[src/core/d3hd_regs.svh]
// Register offsets, field positions, codes and counts of the link controller
`ifndef D3HD_REGS_SVH
`define D3HD_REGS_SVH
`define D3HD_REG_IRQ    6'h2c
`define D3HD_REG_TXF    6'h37
`define D3HD_REG_RXF    6'h38
`define D3HD_REG_MLEN   6'h39
`define D3HD_REG_DEPTH  6'h3a
`define D3HD_REG_FCSC   6'h3b
`define D3HD_REG_ABTC   6'h3c
`define D3HD_REG_CTL    6'h3d
`define D3HD_CTL_RESET  8'h00
`define D3HD_CTL_MASK   8'h17
`define D3HD_BIT_TXEN   0
`define D3HD_BIT_HALF   1
`define D3HD_BIT_EOM    2
`define D3HD_BIT_RXEN   4
`define D3HD_RS_GOOD    3'h2
`define D3HD_RS_FCS     3'h3
`define D3HD_RS_ABORT   3'h4
`define D3HD_RS_INV     3'h7
`define D3HD_TX_UNDER   2'h3
`define D3HD_FLAG       8'h7e
`define D3HD_ABORT_CHAR 8'hff
`define D3HD_CRC_INIT   16'hffff
`define D3HD_CRC_POLY   16'h8408
`define D3HD_SHORT_MAX  8'h04
`define D3HD_STUFF_RUN  3'h5
`define D3HD_TX_DEPTH   80
`define D3HD_RX_DEPTH   159
`endif

[src/core/d3hd_pkg.sv]
// Types shared by the link controller
package d3hd_pkg;
   typedef enum logic [1:0] {S_FLAG = 2'b00, S_DATA = 2'b01, S_FCS = 2'b11, S_ABORT = 2'b10} d3hd_tx_state_t;
   typedef enum logic [1:0] {E_GOOD = 2'b00, E_FCS = 2'b01, E_ABORT = 2'b10, E_PART = 2'b11} d3hd_end_t;
   typedef struct packed {
      logic       wr;
      logic       rd;
      logic [5:0] addr;
      logic [7:0] wdata;
   } d3hd_bus_t;
   typedef struct packed {
      logic      byteValid;
      logic [7:0] data;
      logic      endValid;
      d3hd_end_t kind;
   } d3hd_rx_t;
endpackage

[src/core/d3hd_link.sv]
// Path maintenance link controller: FIFOs, register file, receive status, transmit framer
`timescale 1ns/1ns
`include "d3hd_regs.svh"

// ==========================================
// Byte FIFO
module d3hd_fifo #(
   parameter int W     = 8,
   parameter int DEPTH = 16,
   parameter int CW    = $clog2(DEPTH + 1)
) (
   input  wire logic          clk,
   input  wire logic          rst_n,
   input  wire logic          inValid,
   output logic               inReady,
   input  wire logic [W-1:0]  inData,
   output logic               outValid,
   input  wire logic          outReady,
   output logic [W-1:0]       outData,
   output logic [CW-1:0]      level
);
   localparam int PW = $clog2(DEPTH);
   logic [W-1:0]  mem [DEPTH];
   logic [PW-1:0] wp_reg;
   logic [PW-1:0] rp_reg;
   logic          push;
   logic          pop;

   // Honest full and empty straight from the level
   assign inReady  = level != CW'(DEPTH);
   assign outValid = level != '0;
   assign outData  = mem[rp_reg];
   assign push     = inValid && inReady;
   assign pop      = outValid && outReady;

   // Storage has no reset; only pointers matter
   always_ff @(posedge clk)
      if (push)
         mem[wp_reg] <= inData;

   // Pointers and level
   always_ff @(posedge clk or negedge rst_n)
      if (!rst_n)
      begin
         wp_reg <= '0;
         rp_reg <= '0;
         level  <= '0;
      end
      else
      begin
         if (push)
            wp_reg <= (wp_reg == PW'(DEPTH - 1)) ? '0 : wp_reg + 1'b1;
         if (pop)
            rp_reg <= (rp_reg == PW'(DEPTH - 1)) ? '0 : rp_reg + 1'b1;
         level <= level + CW'(push) - CW'(pop);
      end
endmodule

// ==========================================
// Controller top
module d3hd_link #(
   parameter int TX_DEPTH = `D3HD_TX_DEPTH,
   parameter int RX_DEPTH = `D3HD_RX_DEPTH
) (
   input  wire logic               clk,
   input  wire logic               rstn,
   input  wire d3hd_pkg::d3hd_bus_t bus,
   output logic [7:0]              rdData,
   input  wire d3hd_pkg::d3hd_rx_t  rxIn,
   output logic                    rxReady,
   output logic                    txFifoReady,
   input  wire logic               compatSel,
   input  wire logic               framingSourceMode,
   input  wire logic               bitReq,
   input  wire logic               extCBit,
   input  wire logic               stuffCBit,
   output logic                    dlBit
);
   localparam int TCW = $clog2(TX_DEPTH + 1);
   localparam int RCW = $clog2(RX_DEPTH + 1);

   logic                    rst_n;
   logic                    rstS1_reg;
   logic [7:0]              ctl_reg;
   logic [2:0]              rxStat_reg;
   logic [1:0]              txFs_reg;
   logic                    txSvc_reg;
   logic [7:0]              mlen_reg;
   logic [7:0]              frameCnt_reg;
   logic [7:0]              fcsCnt_reg;
   logic [7:0]              abtCnt_reg;
   d3hd_pkg::d3hd_tx_state_t st_reg;
   logic [7:0]              shift_reg;
   logic [2:0]              bitCnt_reg;
   logic [2:0]              ones_reg;
   logic [15:0]             crc_reg;
   logic                    fcsHi_reg;
   logic [TCW-1:0]          txLevPrev_reg;
   logic                    rxOn;
   logic                    txOn;
   logic                    rdIrq;
   logic                    rdFcs;
   logic                    rdAbt;
   logic                    rdFifo;
   logic                    shortFrame;
   logic                    rxEnd;
   logic                    rxOut;
   logic [7:0]              rxData;
   logic [RCW-1:0]          rxLevel;
   logic                    txValid;
   logic [7:0]              txData;
   logic [TCW-1:0]          txLevel;
   logic                    stuffing;
   logic                    curBit;
   logic                    boundary;
   logic                    underflow;
   logic                    fcsDone;
   logic                    halfEvt;
   logic                    pop;
   logic [15:0]             crcNext;

   // ==========================================
   // Reset release through two flops
   always_ff @(posedge clk or negedge rstn)
      if (!rstn)
      begin
         rstS1_reg <= 1'b0;
         rst_n     <= 1'b0;
      end
      else
      begin
         rstS1_reg <= 1'b1;
         rst_n     <= rstS1_reg;
      end

   // ==========================================
   // Register decode
   assign rxOn   = ctl_reg[`D3HD_BIT_RXEN];
   assign txOn   = ctl_reg[`D3HD_BIT_TXEN] && !compatSel;
   assign rdIrq  = bus.rd && bus.addr == `D3HD_REG_IRQ;
   assign rdFcs  = bus.rd && bus.addr == `D3HD_REG_FCSC;
   assign rdAbt  = bus.rd && bus.addr == `D3HD_REG_ABTC;
   assign rdFifo = bus.rd && bus.addr == `D3HD_REG_RXF;

   // Read data is registered; unmapped offsets read zero
   always_ff @(posedge clk or negedge rst_n)
      if (!rst_n)
         rdData <= 8'h00;
      else if (bus.rd)
         unique case (bus.addr)
            `D3HD_REG_IRQ:   rdData <= {rxStat_reg, 2'b00, txFs_reg, txSvc_reg};
            `D3HD_REG_RXF:   rdData <= rxOut ? rxData : 8'h00;
            `D3HD_REG_MLEN:  rdData <= mlen_reg;
            `D3HD_REG_DEPTH: rdData <= 8'(rxLevel);
            `D3HD_REG_FCSC:  rdData <= fcsCnt_reg;
            `D3HD_REG_ABTC:  rdData <= abtCnt_reg;
            `D3HD_REG_CTL:   rdData <= ctl_reg;
            default:         rdData <= 8'h00;
         endcase

   // Control; the end-of-message bit is cleared when consumed, a host write wins
   always_ff @(posedge clk or negedge rst_n)
      if (!rst_n)
         ctl_reg <= `D3HD_CTL_RESET;
      else
      begin
         if (st_reg == d3hd_pkg::S_DATA && boundary && !txValid && bitReq && txOn && !stuffing)
            ctl_reg[`D3HD_BIT_EOM] <= 1'b0;
         if (bus.wr && bus.addr == `D3HD_REG_CTL)
            ctl_reg <= bus.wdata & `D3HD_CTL_MASK;
      end

   // ==========================================
   // Receive side: frames of any length and content are stored as received
   assign rxEnd      = rxOn && rxIn.endValid;
   assign shortFrame = frameCnt_reg <= `D3HD_SHORT_MAX;

   d3hd_fifo #(.W(8), .DEPTH(RX_DEPTH)) rxFifo (
      .clk      (clk),
      .rst_n    (rst_n),
      .inValid  (rxOn && rxIn.byteValid),
      .inReady  (rxReady),
      .inData   (rxIn.data),
      .outValid (rxOut),
      .outReady (rdFifo),
      .outData  (rxData),
      .level    (rxLevel)
   );

   // Frame length and message length; depth is never touched at message end
   always_ff @(posedge clk or negedge rst_n)
      if (!rst_n)
      begin
         frameCnt_reg <= 8'h00;
         mlen_reg     <= 8'h00;
      end
      else if (rxEnd)
      begin
         mlen_reg     <= frameCnt_reg;
         frameCnt_reg <= 8'h00;
      end
      else if (rxOn && rxIn.byteValid && rxReady)
         frameCnt_reg <= frameCnt_reg + 8'h01;

   // Message status: a new end beats a clearing read
   always_ff @(posedge clk or negedge rst_n)
      if (!rst_n)
         rxStat_reg <= 3'h0;
      else if (rxEnd)
         unique case (rxIn.kind)
            d3hd_pkg::E_ABORT: rxStat_reg <= `D3HD_RS_ABORT;
            d3hd_pkg::E_PART:  rxStat_reg <= `D3HD_RS_INV;
            d3hd_pkg::E_FCS:   rxStat_reg <= shortFrame ? `D3HD_RS_INV : `D3HD_RS_FCS;
            d3hd_pkg::E_GOOD:  rxStat_reg <= shortFrame ? `D3HD_RS_INV : `D3HD_RS_GOOD;
         endcase
      else if (rdIrq)
         rxStat_reg <= 3'h0;

   // Error counters clear on read; a count in the read cycle survives as one
   always_ff @(posedge clk or negedge rst_n)
      if (!rst_n)
         fcsCnt_reg <= 8'h00;
      else if (rxEnd && rxIn.kind == d3hd_pkg::E_FCS && !shortFrame)
         fcsCnt_reg <= rdFcs ? 8'h01 : fcsCnt_reg + 8'h01;
      else if (rdFcs)
         fcsCnt_reg <= 8'h00;

   always_ff @(posedge clk or negedge rst_n)
      if (!rst_n)
         abtCnt_reg <= 8'h00;
      else if (rxEnd && rxIn.kind == d3hd_pkg::E_ABORT)
         abtCnt_reg <= rdAbt ? 8'h01 : abtCnt_reg + 8'h01;
      else if (rdAbt)
         abtCnt_reg <= 8'h00;

   // ==========================================
   // Transmit FIFO, loaded by host writes; back-pressure shows on txFifoReady
   d3hd_fifo #(.W(8), .DEPTH(TX_DEPTH)) txFifo (
      .clk      (clk),
      .rst_n    (rst_n),
      .inValid  (bus.wr && bus.addr == `D3HD_REG_TXF),
      .inReady  (txFifoReady),
      .inData   (bus.wdata),
      .outValid (txValid),
      .outReady (pop),
      .outData  (txData),
      .level    (txLevel)
   );

   // Bit serialiser decode; the run counter only grows in message and checksum bytes,
   // so a run that ends the checksum still gets its zero before the closing flag
   assign stuffing  = ones_reg == `D3HD_STUFF_RUN;
   assign curBit    = shift_reg[0];
   assign boundary  = bitCnt_reg == 3'h7;
   assign crcNext   = (crc_reg >> 1) ^ ((crc_reg[0] ^ curBit) ? `D3HD_CRC_POLY : 16'h0000);
   assign pop       = bitReq && txOn && !stuffing && boundary && txValid
                      && (st_reg == d3hd_pkg::S_FLAG || st_reg == d3hd_pkg::S_DATA);
   assign underflow = bitReq && txOn && !stuffing && boundary && !txValid
                      && st_reg == d3hd_pkg::S_DATA && !ctl_reg[`D3HD_BIT_EOM];
   assign fcsDone   = bitReq && txOn && !stuffing && boundary && st_reg == d3hd_pkg::S_FCS && fcsHi_reg;

   // Framer: flags while idle, data with checksum, abort on underflow
   always_ff @(posedge clk or negedge rst_n)
      if (!rst_n)
      begin
         st_reg     <= d3hd_pkg::S_FLAG;
         shift_reg  <= `D3HD_FLAG;
         bitCnt_reg <= 3'h0;
         ones_reg   <= 3'h0;
         crc_reg    <= `D3HD_CRC_INIT;
         fcsHi_reg  <= 1'b0;
      end
      else if (!txOn)
      begin
         st_reg     <= d3hd_pkg::S_FLAG;
         shift_reg  <= `D3HD_FLAG;
         bitCnt_reg <= 3'h0;
         ones_reg   <= 3'h0;
         crc_reg    <= `D3HD_CRC_INIT;
      end
      else if (bitReq && stuffing)
         ones_reg <= 3'h0;
      else if (bitReq)
      begin
         bitCnt_reg <= bitCnt_reg + 3'h1;
         ones_reg   <= (curBit && st_reg != d3hd_pkg::S_FLAG && st_reg != d3hd_pkg::S_ABORT)
                       ? ones_reg + 3'h1 : 3'h0;
         shift_reg  <= shift_reg >> 1;
         crc_reg    <= (st_reg == d3hd_pkg::S_DATA) ? crcNext
                     : (st_reg == d3hd_pkg::S_FCS) ? crc_reg : `D3HD_CRC_INIT;
         if (boundary)
            unique case (st_reg)
               d3hd_pkg::S_FLAG, d3hd_pkg::S_DATA:
                  if (txValid)
                  begin
                     shift_reg <= txData;
                     st_reg    <= d3hd_pkg::S_DATA;
                  end
                  else if (st_reg == d3hd_pkg::S_FLAG)
                     shift_reg <= `D3HD_FLAG;
                  else if (ctl_reg[`D3HD_BIT_EOM])
                  begin
                     shift_reg <= ~crcNext[7:0];
                     st_reg    <= d3hd_pkg::S_FCS;
                     fcsHi_reg <= 1'b0;
                  end
                  else
                  begin
                     shift_reg <= `D3HD_ABORT_CHAR;
                     st_reg    <= d3hd_pkg::S_ABORT;
                  end
               d3hd_pkg::S_FCS:
                  if (!fcsHi_reg)
                  begin
                     shift_reg <= ~crc_reg[15:8];
                     fcsHi_reg <= 1'b1;
                  end
                  else
                  begin
                     shift_reg <= `D3HD_FLAG;
                     st_reg    <= d3hd_pkg::S_FLAG;
                  end
               d3hd_pkg::S_ABORT:
               begin
                  shift_reg <= `D3HD_FLAG;
                  st_reg    <= d3hd_pkg::S_FLAG;
               end
            endcase
      end

   // Line bit: framer when enabled, else external or stuffing source
   always_ff @(posedge clk or negedge rst_n)
      if (!rst_n)
         dlBit <= 1'b0;
      else if (bitReq)
         dlBit <= txOn ? (curBit && !stuffing) : (framingSourceMode ? stuffCBit : extCBit);

   // Service request and underflow status; events win over a clearing read
   assign halfEvt = ctl_reg[`D3HD_BIT_HALF] && txLevPrev_reg > TCW'(TX_DEPTH / 2)
                    && txLevel <= TCW'(TX_DEPTH / 2);
   always_ff @(posedge clk or negedge rst_n)
      if (!rst_n)
      begin
         txLevPrev_reg <= '0;
         txSvc_reg     <= 1'b0;
         txFs_reg      <= 2'h0;
      end
      else
      begin
         txLevPrev_reg <= txLevel;
         if (fcsDone || halfEvt)
            txSvc_reg <= 1'b1;
         else if (rdIrq)
            txSvc_reg <= 1'b0;
         if (underflow)
            txFs_reg <= `D3HD_TX_UNDER;
         else if (rdIrq)
            txFs_reg <= 2'h0;
      end
endmodule

[config.mk]
export PLATFORM = sky130hd
export DESIGN_NAME = d3hd_link
export DESIGN_NICKNAME = d
export VERILOG_FILES = /design/src/core/d3hd_pkg.sv /design/src/core/d3hd_link.sv
export VERILOG_INCLUDE_DIRS = /design/src /design/src/core
export SDC_FILE = /design/constraint.sdc
export NUM_CORES = 2
export LEC_CHECK = 0
export BUFFER_PORTS_ARGS = -buffer_cell sky130_fd_sc_hd__buf_2
export CORE_ASPECT_RATIO = 0.5
export CORE_UTILIZATION = 35
export DETAILED_ROUTE_END_ITERATION = 10
export GPL_TIMING_DRIVEN = 0
export PLACE_DENSITY_LB_ADDON = 0.05
export SETUP_SLACK_MARGIN = 0.2
export SLEW_MARGIN = 20
export SYNTH_ARGS = -nofsm -noshare
export SYNTH_HDL_FRONTEND = slang
export SYNTH_HIERARCHICAL = 1
export SYNTH_SLANG_ARGS = --single-unit
[constraint.sdc]
create_clock -name clk -period 5 [get_ports clk]
set_clock_uncertainty 0.2 [all_clocks]
set_input_delay 1 -clock clk [delete_from_list [all_inputs] [get_ports clk]]
set_output_delay 1 -clock clk [all_outputs]
set_load 0.01 [all_outputs]
After elaboration in Yosys (flattened, before gate mapping)
Memory sizes are Yosys's and may differ from the RTL's. Cells that the tools add are included.

Add/sub/neg operators: 13. Order comparisons: 3. Equal/unequal tests: 33. Multiplexer cells: 66. Bitwise operators: 5. Reduce and logical (&&, ||, !) cells: 62.

Operators with widths (number): two-way mux 8 bit (19); two-way mux 16 bit (6); one-hot mux 8 bit (7 select lines) (1); == test 6 bit, second input constant (8); adder 8 x 1 -> 8 bit, second input constant (5); logical AND 1 bit (37); two-way mux 3 bit (12); one-hot mux 8 bit (3 select lines) (1); two-way mux 2 bit (9); nonzero test 2 bit (9); == test 8 bit, second input constant (2); NOT 8 bit (2); XOR 15 x 16 -> 16 bit (1); adder 7 x 1 -> 7 bit, second input constant (2); == test 7 bit, second input constant (2); two-way mux 7 bit (2); two-way mux 1 bit (13); inequality test 2 bit, second input constant (6); one-hot mux 3 bit (4 select lines) (1); adder 8 x 1 -> 8 bit (1); == test 2 bit, second input constant (4); less-or-equal comparator 8 x 3 -> 1 bit, second input constant (1); inequality test 8 bit, second input constant (1); AND reduction 8 bit (1); other kinds (26) (36).

Bits in registers: 138. Bits in writable memories: 1912. Memories: 2.

Memory list: rxFifo.mem (depth 159, bits a word 8, read ports 1, clocked after Yosys merged registers in 0, write ports 1, RTL line d3hd_link.sv:23) `logic [W-1:0] mem [DEPTH];`; txFifo.mem (depth 80, bits a word 8, read ports 1, clocked after Yosys merged registers in 0, write ports 1, RTL line d3hd_link.sv:23).

Longest topological paths before layout
Depth after elaboration: 12. Mapped depth: 19. Gate-level depth less buffers: 19.

Cells and area by module
Netlist, hierarchy kept.

Modules (own cells, without submodules): d3hd_fifo (rxFifo) (instances 1, cells an instance 2457, area an instance 50845.0 um^2, seq. area each 38797.2 um^2); d3hd_fifo (txFifo) (instances 1, cells an instance 1355, area an instance 26192.6 um^2, seq. area each 19743.9 um^2); d3hd_link (instances 1, cells an instance 533, area an instance 4976.0 um^2, seq. area each 2329.7 um^2).

Worst setup path before layout
OpenSTA, ideal clock, no wires.

Kind: input to register. Start: input bus[9] (netlist name). End: register txFifo.level[6]. Setup time: 0.125 ns. Arrival time: 3.649 ns. Data required time: 4.675 ns. Setup slack: 1.026 ns. Cell stages on the path: 18. Path buffers: 3. Path through: buf_2 -> clkbuf_1 -> nand4b_1 -> nor2_1 -> and2_1 -> clkbuf_1 -> inv_2 -> ha_1 -> inv_1 -> ha_1 -> inv_1 -> fa_1 -> nand2b_1 -> a21oi_1 -> o21ai_0 -> a21oi_1 -> nor2_1 -> xnor2_1.

Longest elaborated chain between the ends: 5.

RTL lines: start, declared (RTL line d3hd_link.sv:67) `input wire d3hd_pkg::d3hd_bus_t bus,`; == test 6 bit (no line); logical AND 1 bit (no line); logical AND 1 bit (RTL line d3hd_link.sv:33) `assign push = inValid && inReady;`; adder 7 x 1 -> 7 bit (RTL line d3hd_link.sv:55) `level <= level + CW'(push) - CW'(pop);`; subtractor 7 x 1 -> 7 bit (RTL line d3hd_link.sv:55); end signal, assigned (RTL line d3hd_link.sv:55); end, declared (RTL line d3hd_link.sv:20) `output logic [CW-1:0] level`.

No other way between the ends. A chain may end at the register's enable or synchronous reset.

Worst setup path in the final report
Start: register rxFifo.rp_reg[1]. End: register rdData[0].

Longest elaborated chain between the ends: 3.

RTL lines: start, declared (RTL line d3hd_link.sv:25) `logic [PW-1:0] rp_reg;`; start signal, assigned (RTL line d3hd_link.sv:54) `rp_reg <= (rp_reg == PW'(DEPTH - 1)) ? '0 : rp_reg + 1'b1;`; memory (159 x 8 bit); net rxData[0] (RTL line d3hd_link.sv:108) `logic [7:0] rxData;`; two-way mux 8 bit (RTL line d3hd_link.sv:152) `` `D3HD_REG_RXF: rdData <= rxOut ? rxData : 8'h00; ``; one-hot mux 8 bit (7 select lines) (RTL line d3hd_link.sv:150) `unique case (bus.addr)`; end signal, assigned (RTL line d3hd_link.sv:151) `` `D3HD_REG_IRQ: rdData <= {rxStat_reg, 2'b00, txFs_reg, txSvc_reg}; ``; end signal, assigned (RTL line d3hd_link.sv:152); end signal, assigned (RTL line d3hd_link.sv:153) `` `D3HD_REG_MLEN: rdData <= mlen_reg; ``; end, declared (RTL line d3hd_link.sv:68) `output logic [7:0] rdData,`.

The timed path passes the listed nets, and every way through them passes these cells.

==> results.toml <==
[global_routing]
antenna_found_initial = 12
gr-total-overflow = 0
grt_max_degree = 113
grt_pass1_wl_um = 379000
grt_pass1_vias = 44600
track_usage_pct = 23.5

[yosys]
ys.flop_type = "edfxtp_1"
yosysSeqAreaShare_pct = 74.2
synth_edf_count = 1912
syn_area_per_cell_um2 = 18.9
synth.distinct_cells = 92
syn_nets = 4420
ys_ff_latch = 2049
syn_area_um2 = 82000
synth_cells = 4345
yosysTopAreaCellShare_pct = 70.0
synthTopCellsByArea = "edfxtp_1 (70%), mux4_2 (11%), dfrtp_1 (3.5%), mux2i_1 (2.2%), nor2_1 (1.6%)"
yosysWarnings = 6
async_flop_share_pct = 6.69
synth_area_leader_cell = "edfxtp_1"

[clock_network]
clock_tree.root_cell = "clkbuf_16"
cts_max_path_buffers = 4
cts.htree.levels = 4
cts_num_sinks = 2049
numCtsBuffers = 197
clkSlewWorstSetupHoldPaths_ps = 70
clock_latency_ps = 860
cts_tree = "done"

[die]
core_area_um2 = 233000
die_h_um = 344
start_util_pct = 35.3
die_w_um = 687
dieArea_um2 = 236000
fp-row-count = 125
ioPinCount = 46

[final_layout]
drive_gt1_share_pct = 22.7
nets = 4710
layout_commonest_cell = "edfxtp_1"
final_cell_mix = "edfxtp_1 (1912), mux4_2 (418), nor2_1 (346)"
largest_register_ffs = 1272
final_util_pct = 40.4
area_delta_synth_final_pct = 14.6

[detailed_routing]
viasPerCell = 5.64
ant_nets = 0
vias = 44500
wire_per_inst_um = 35.4
first_pass_iters = 7
detail_route.iter0.violations = 5167
route.detailed.drc = 0
routed_wl_um = 280000

[setup_path]
crit_type = "register to register"
critPathArrivalTime_ps = 5390
cp-start-kind = "register"
cp_max_fo = 10
cp.required_ps = 5470
worst_setup_path_end_kind = "register"
rr_worst_depth = 11
r2r_setup_slack_ps = 80

[power_and_ir_drop]
max-vdd-ir-drop_uv = 266
power_w = 0.0375
p_per_area_nw_per_um2 = 399
p_leak_nw = 29.0

[placement]
dp_hpwl_um = 185000
dpl_worst_slack_ps = -1250
portBuffers = 44
gp_congestion = 0.890

[sta]
worst_pin_slew_ps = 1200
max_freq_mhz = 203
finalSetupViolCount = 0
timing.final.max_slew_violations = 0
maxSlewHeadroom_pct = 20.1
finalCritPeriodShare_pct = 98.4
layout_setup_ws_ps = 80.1
finalCriticalPeriod_ps = 4920
hold_viol = 0
grt_setup_unrepaired = "yes"

[run]
maxCapViolCount = 0

[min_path]
hold_class = "register to asynchronous set/reset pin"

[run_status]
status = "finished clean"
==> path summary, 6_finish.rpt <==
check	to	startpoint
worst min-delay path	ones_reg[0]	rst_n
worst max-delay path	rdData[0]	rxFifo/rp_reg[1]
min in group clk	rst_n	rstS1_reg
worst max register to register	rdData[0]	rxFifo/rp_reg[1]
max in group asynchronous	frameCnt_reg[0]	rst_n
worst min register to register	ones_reg[0]	rst_n
==> power breakdown <==
part	leakage [nW]	switching [W]	internal [W]	total, W
sequential	18.9	0.000152	0.0189	0.0191
clock	2.98	0.00652	0.00826	0.0148
combinational	7.12	0.00232	0.00132	0.00365
==> metrics by stage <==
step	hold WS [ps]	setup TNS, ps	instances	instance area [um2]
floorplan	131	0	4345	82000
global placement	137	-447190	7500	86100
detailed placement	12.6	-105190	7546	87500
CTS	21.3	-27.6	7891	93900
global route	42.5	0	7891	94000
finish	28.5	0	7894	94000
==> cell type report <==
type | count | area [um2]
tap | 3111 | 3890
sequential | 2049 | 60900
fill | 20900 | 139000
inverter | 54 | 203
timing repair buffer | 91 | 1480
clock inverter | 98 | 911
buffer | 240 | 1490
antenna | 3 | 7.51
multi-input combinational | 2002 | 20000
clock buffer | 246 | 5200
==> repair_timing <==
action                                 in CTS  in global routing
buffers inserted                            0                  0
setup endpoints to repair                  10                  9
gates resized for setup                    57                 28
endpoints found under the hold margin       2                  0
hold buffers                                1                  0
cloned                                      0                  0
pin swaps                                   0                  3
==> synthesized netlist by cell type (24+ instances only) <==
cell	count
nor3_1	31
mux4_2	418
ha_1	38
mux2i_1	182
edfxtp_1	1912
buf_2	58
a211oi_1	42
buf_6	24
nor2_1	348
dfrtp_1	115
nor2b_1	46
mux2_2	61
o21ai_0	65
a21oi_1	105
nand2_1	160
clkbuf_1	102
a22oi_1	42
nand2b_1	24
o22ai_1	51
inv_1	53
buf_4	37
nand3_1	68
==> routing by layer <==
metal	up-vias	global-route usage, %	wire length (um)
li1	18100	-	-
met1	24300	33.0	122000
met2	1622	38.0	131000
met3	410	3.70	17900
met4	2	6.79	9130
met5	-	0	13
==> worst max-delay path: stages (launching register included) <==
cell and delay [ps]:
dfrtp_1 430, buf_2 340, buf_4 440, clkbuf_2 610, mux4_2 430, mux4_2 530, o22ai_1 840, nor3_4 200
or4bb_1 230, a21boi_1 100, a221oi_1 220, a22oi_1 100
==> kinds of logic (layout without fill, tap and decap cells) <==
family / count (synthesis) / count (layout) / share of synthesized area (%)
multiplexers: 662 / 662 / 14.6
adder cells (fa/ha/maj): 40 / 40 / 0.629
XOR/XNOR: 42 / 42 / 0.449
AND/OR/NAND/NOR: 790 / 790 / 4.47
buffers and inverters: 294 / 729 / 1.85
flip-flops: 2049 / 2049 / 74.2
other: 1 / 4 / 0.00457
AO/OA/AOI/OAI: 467 / 467 / 3.82
Power figures use the tool's default switching activity.
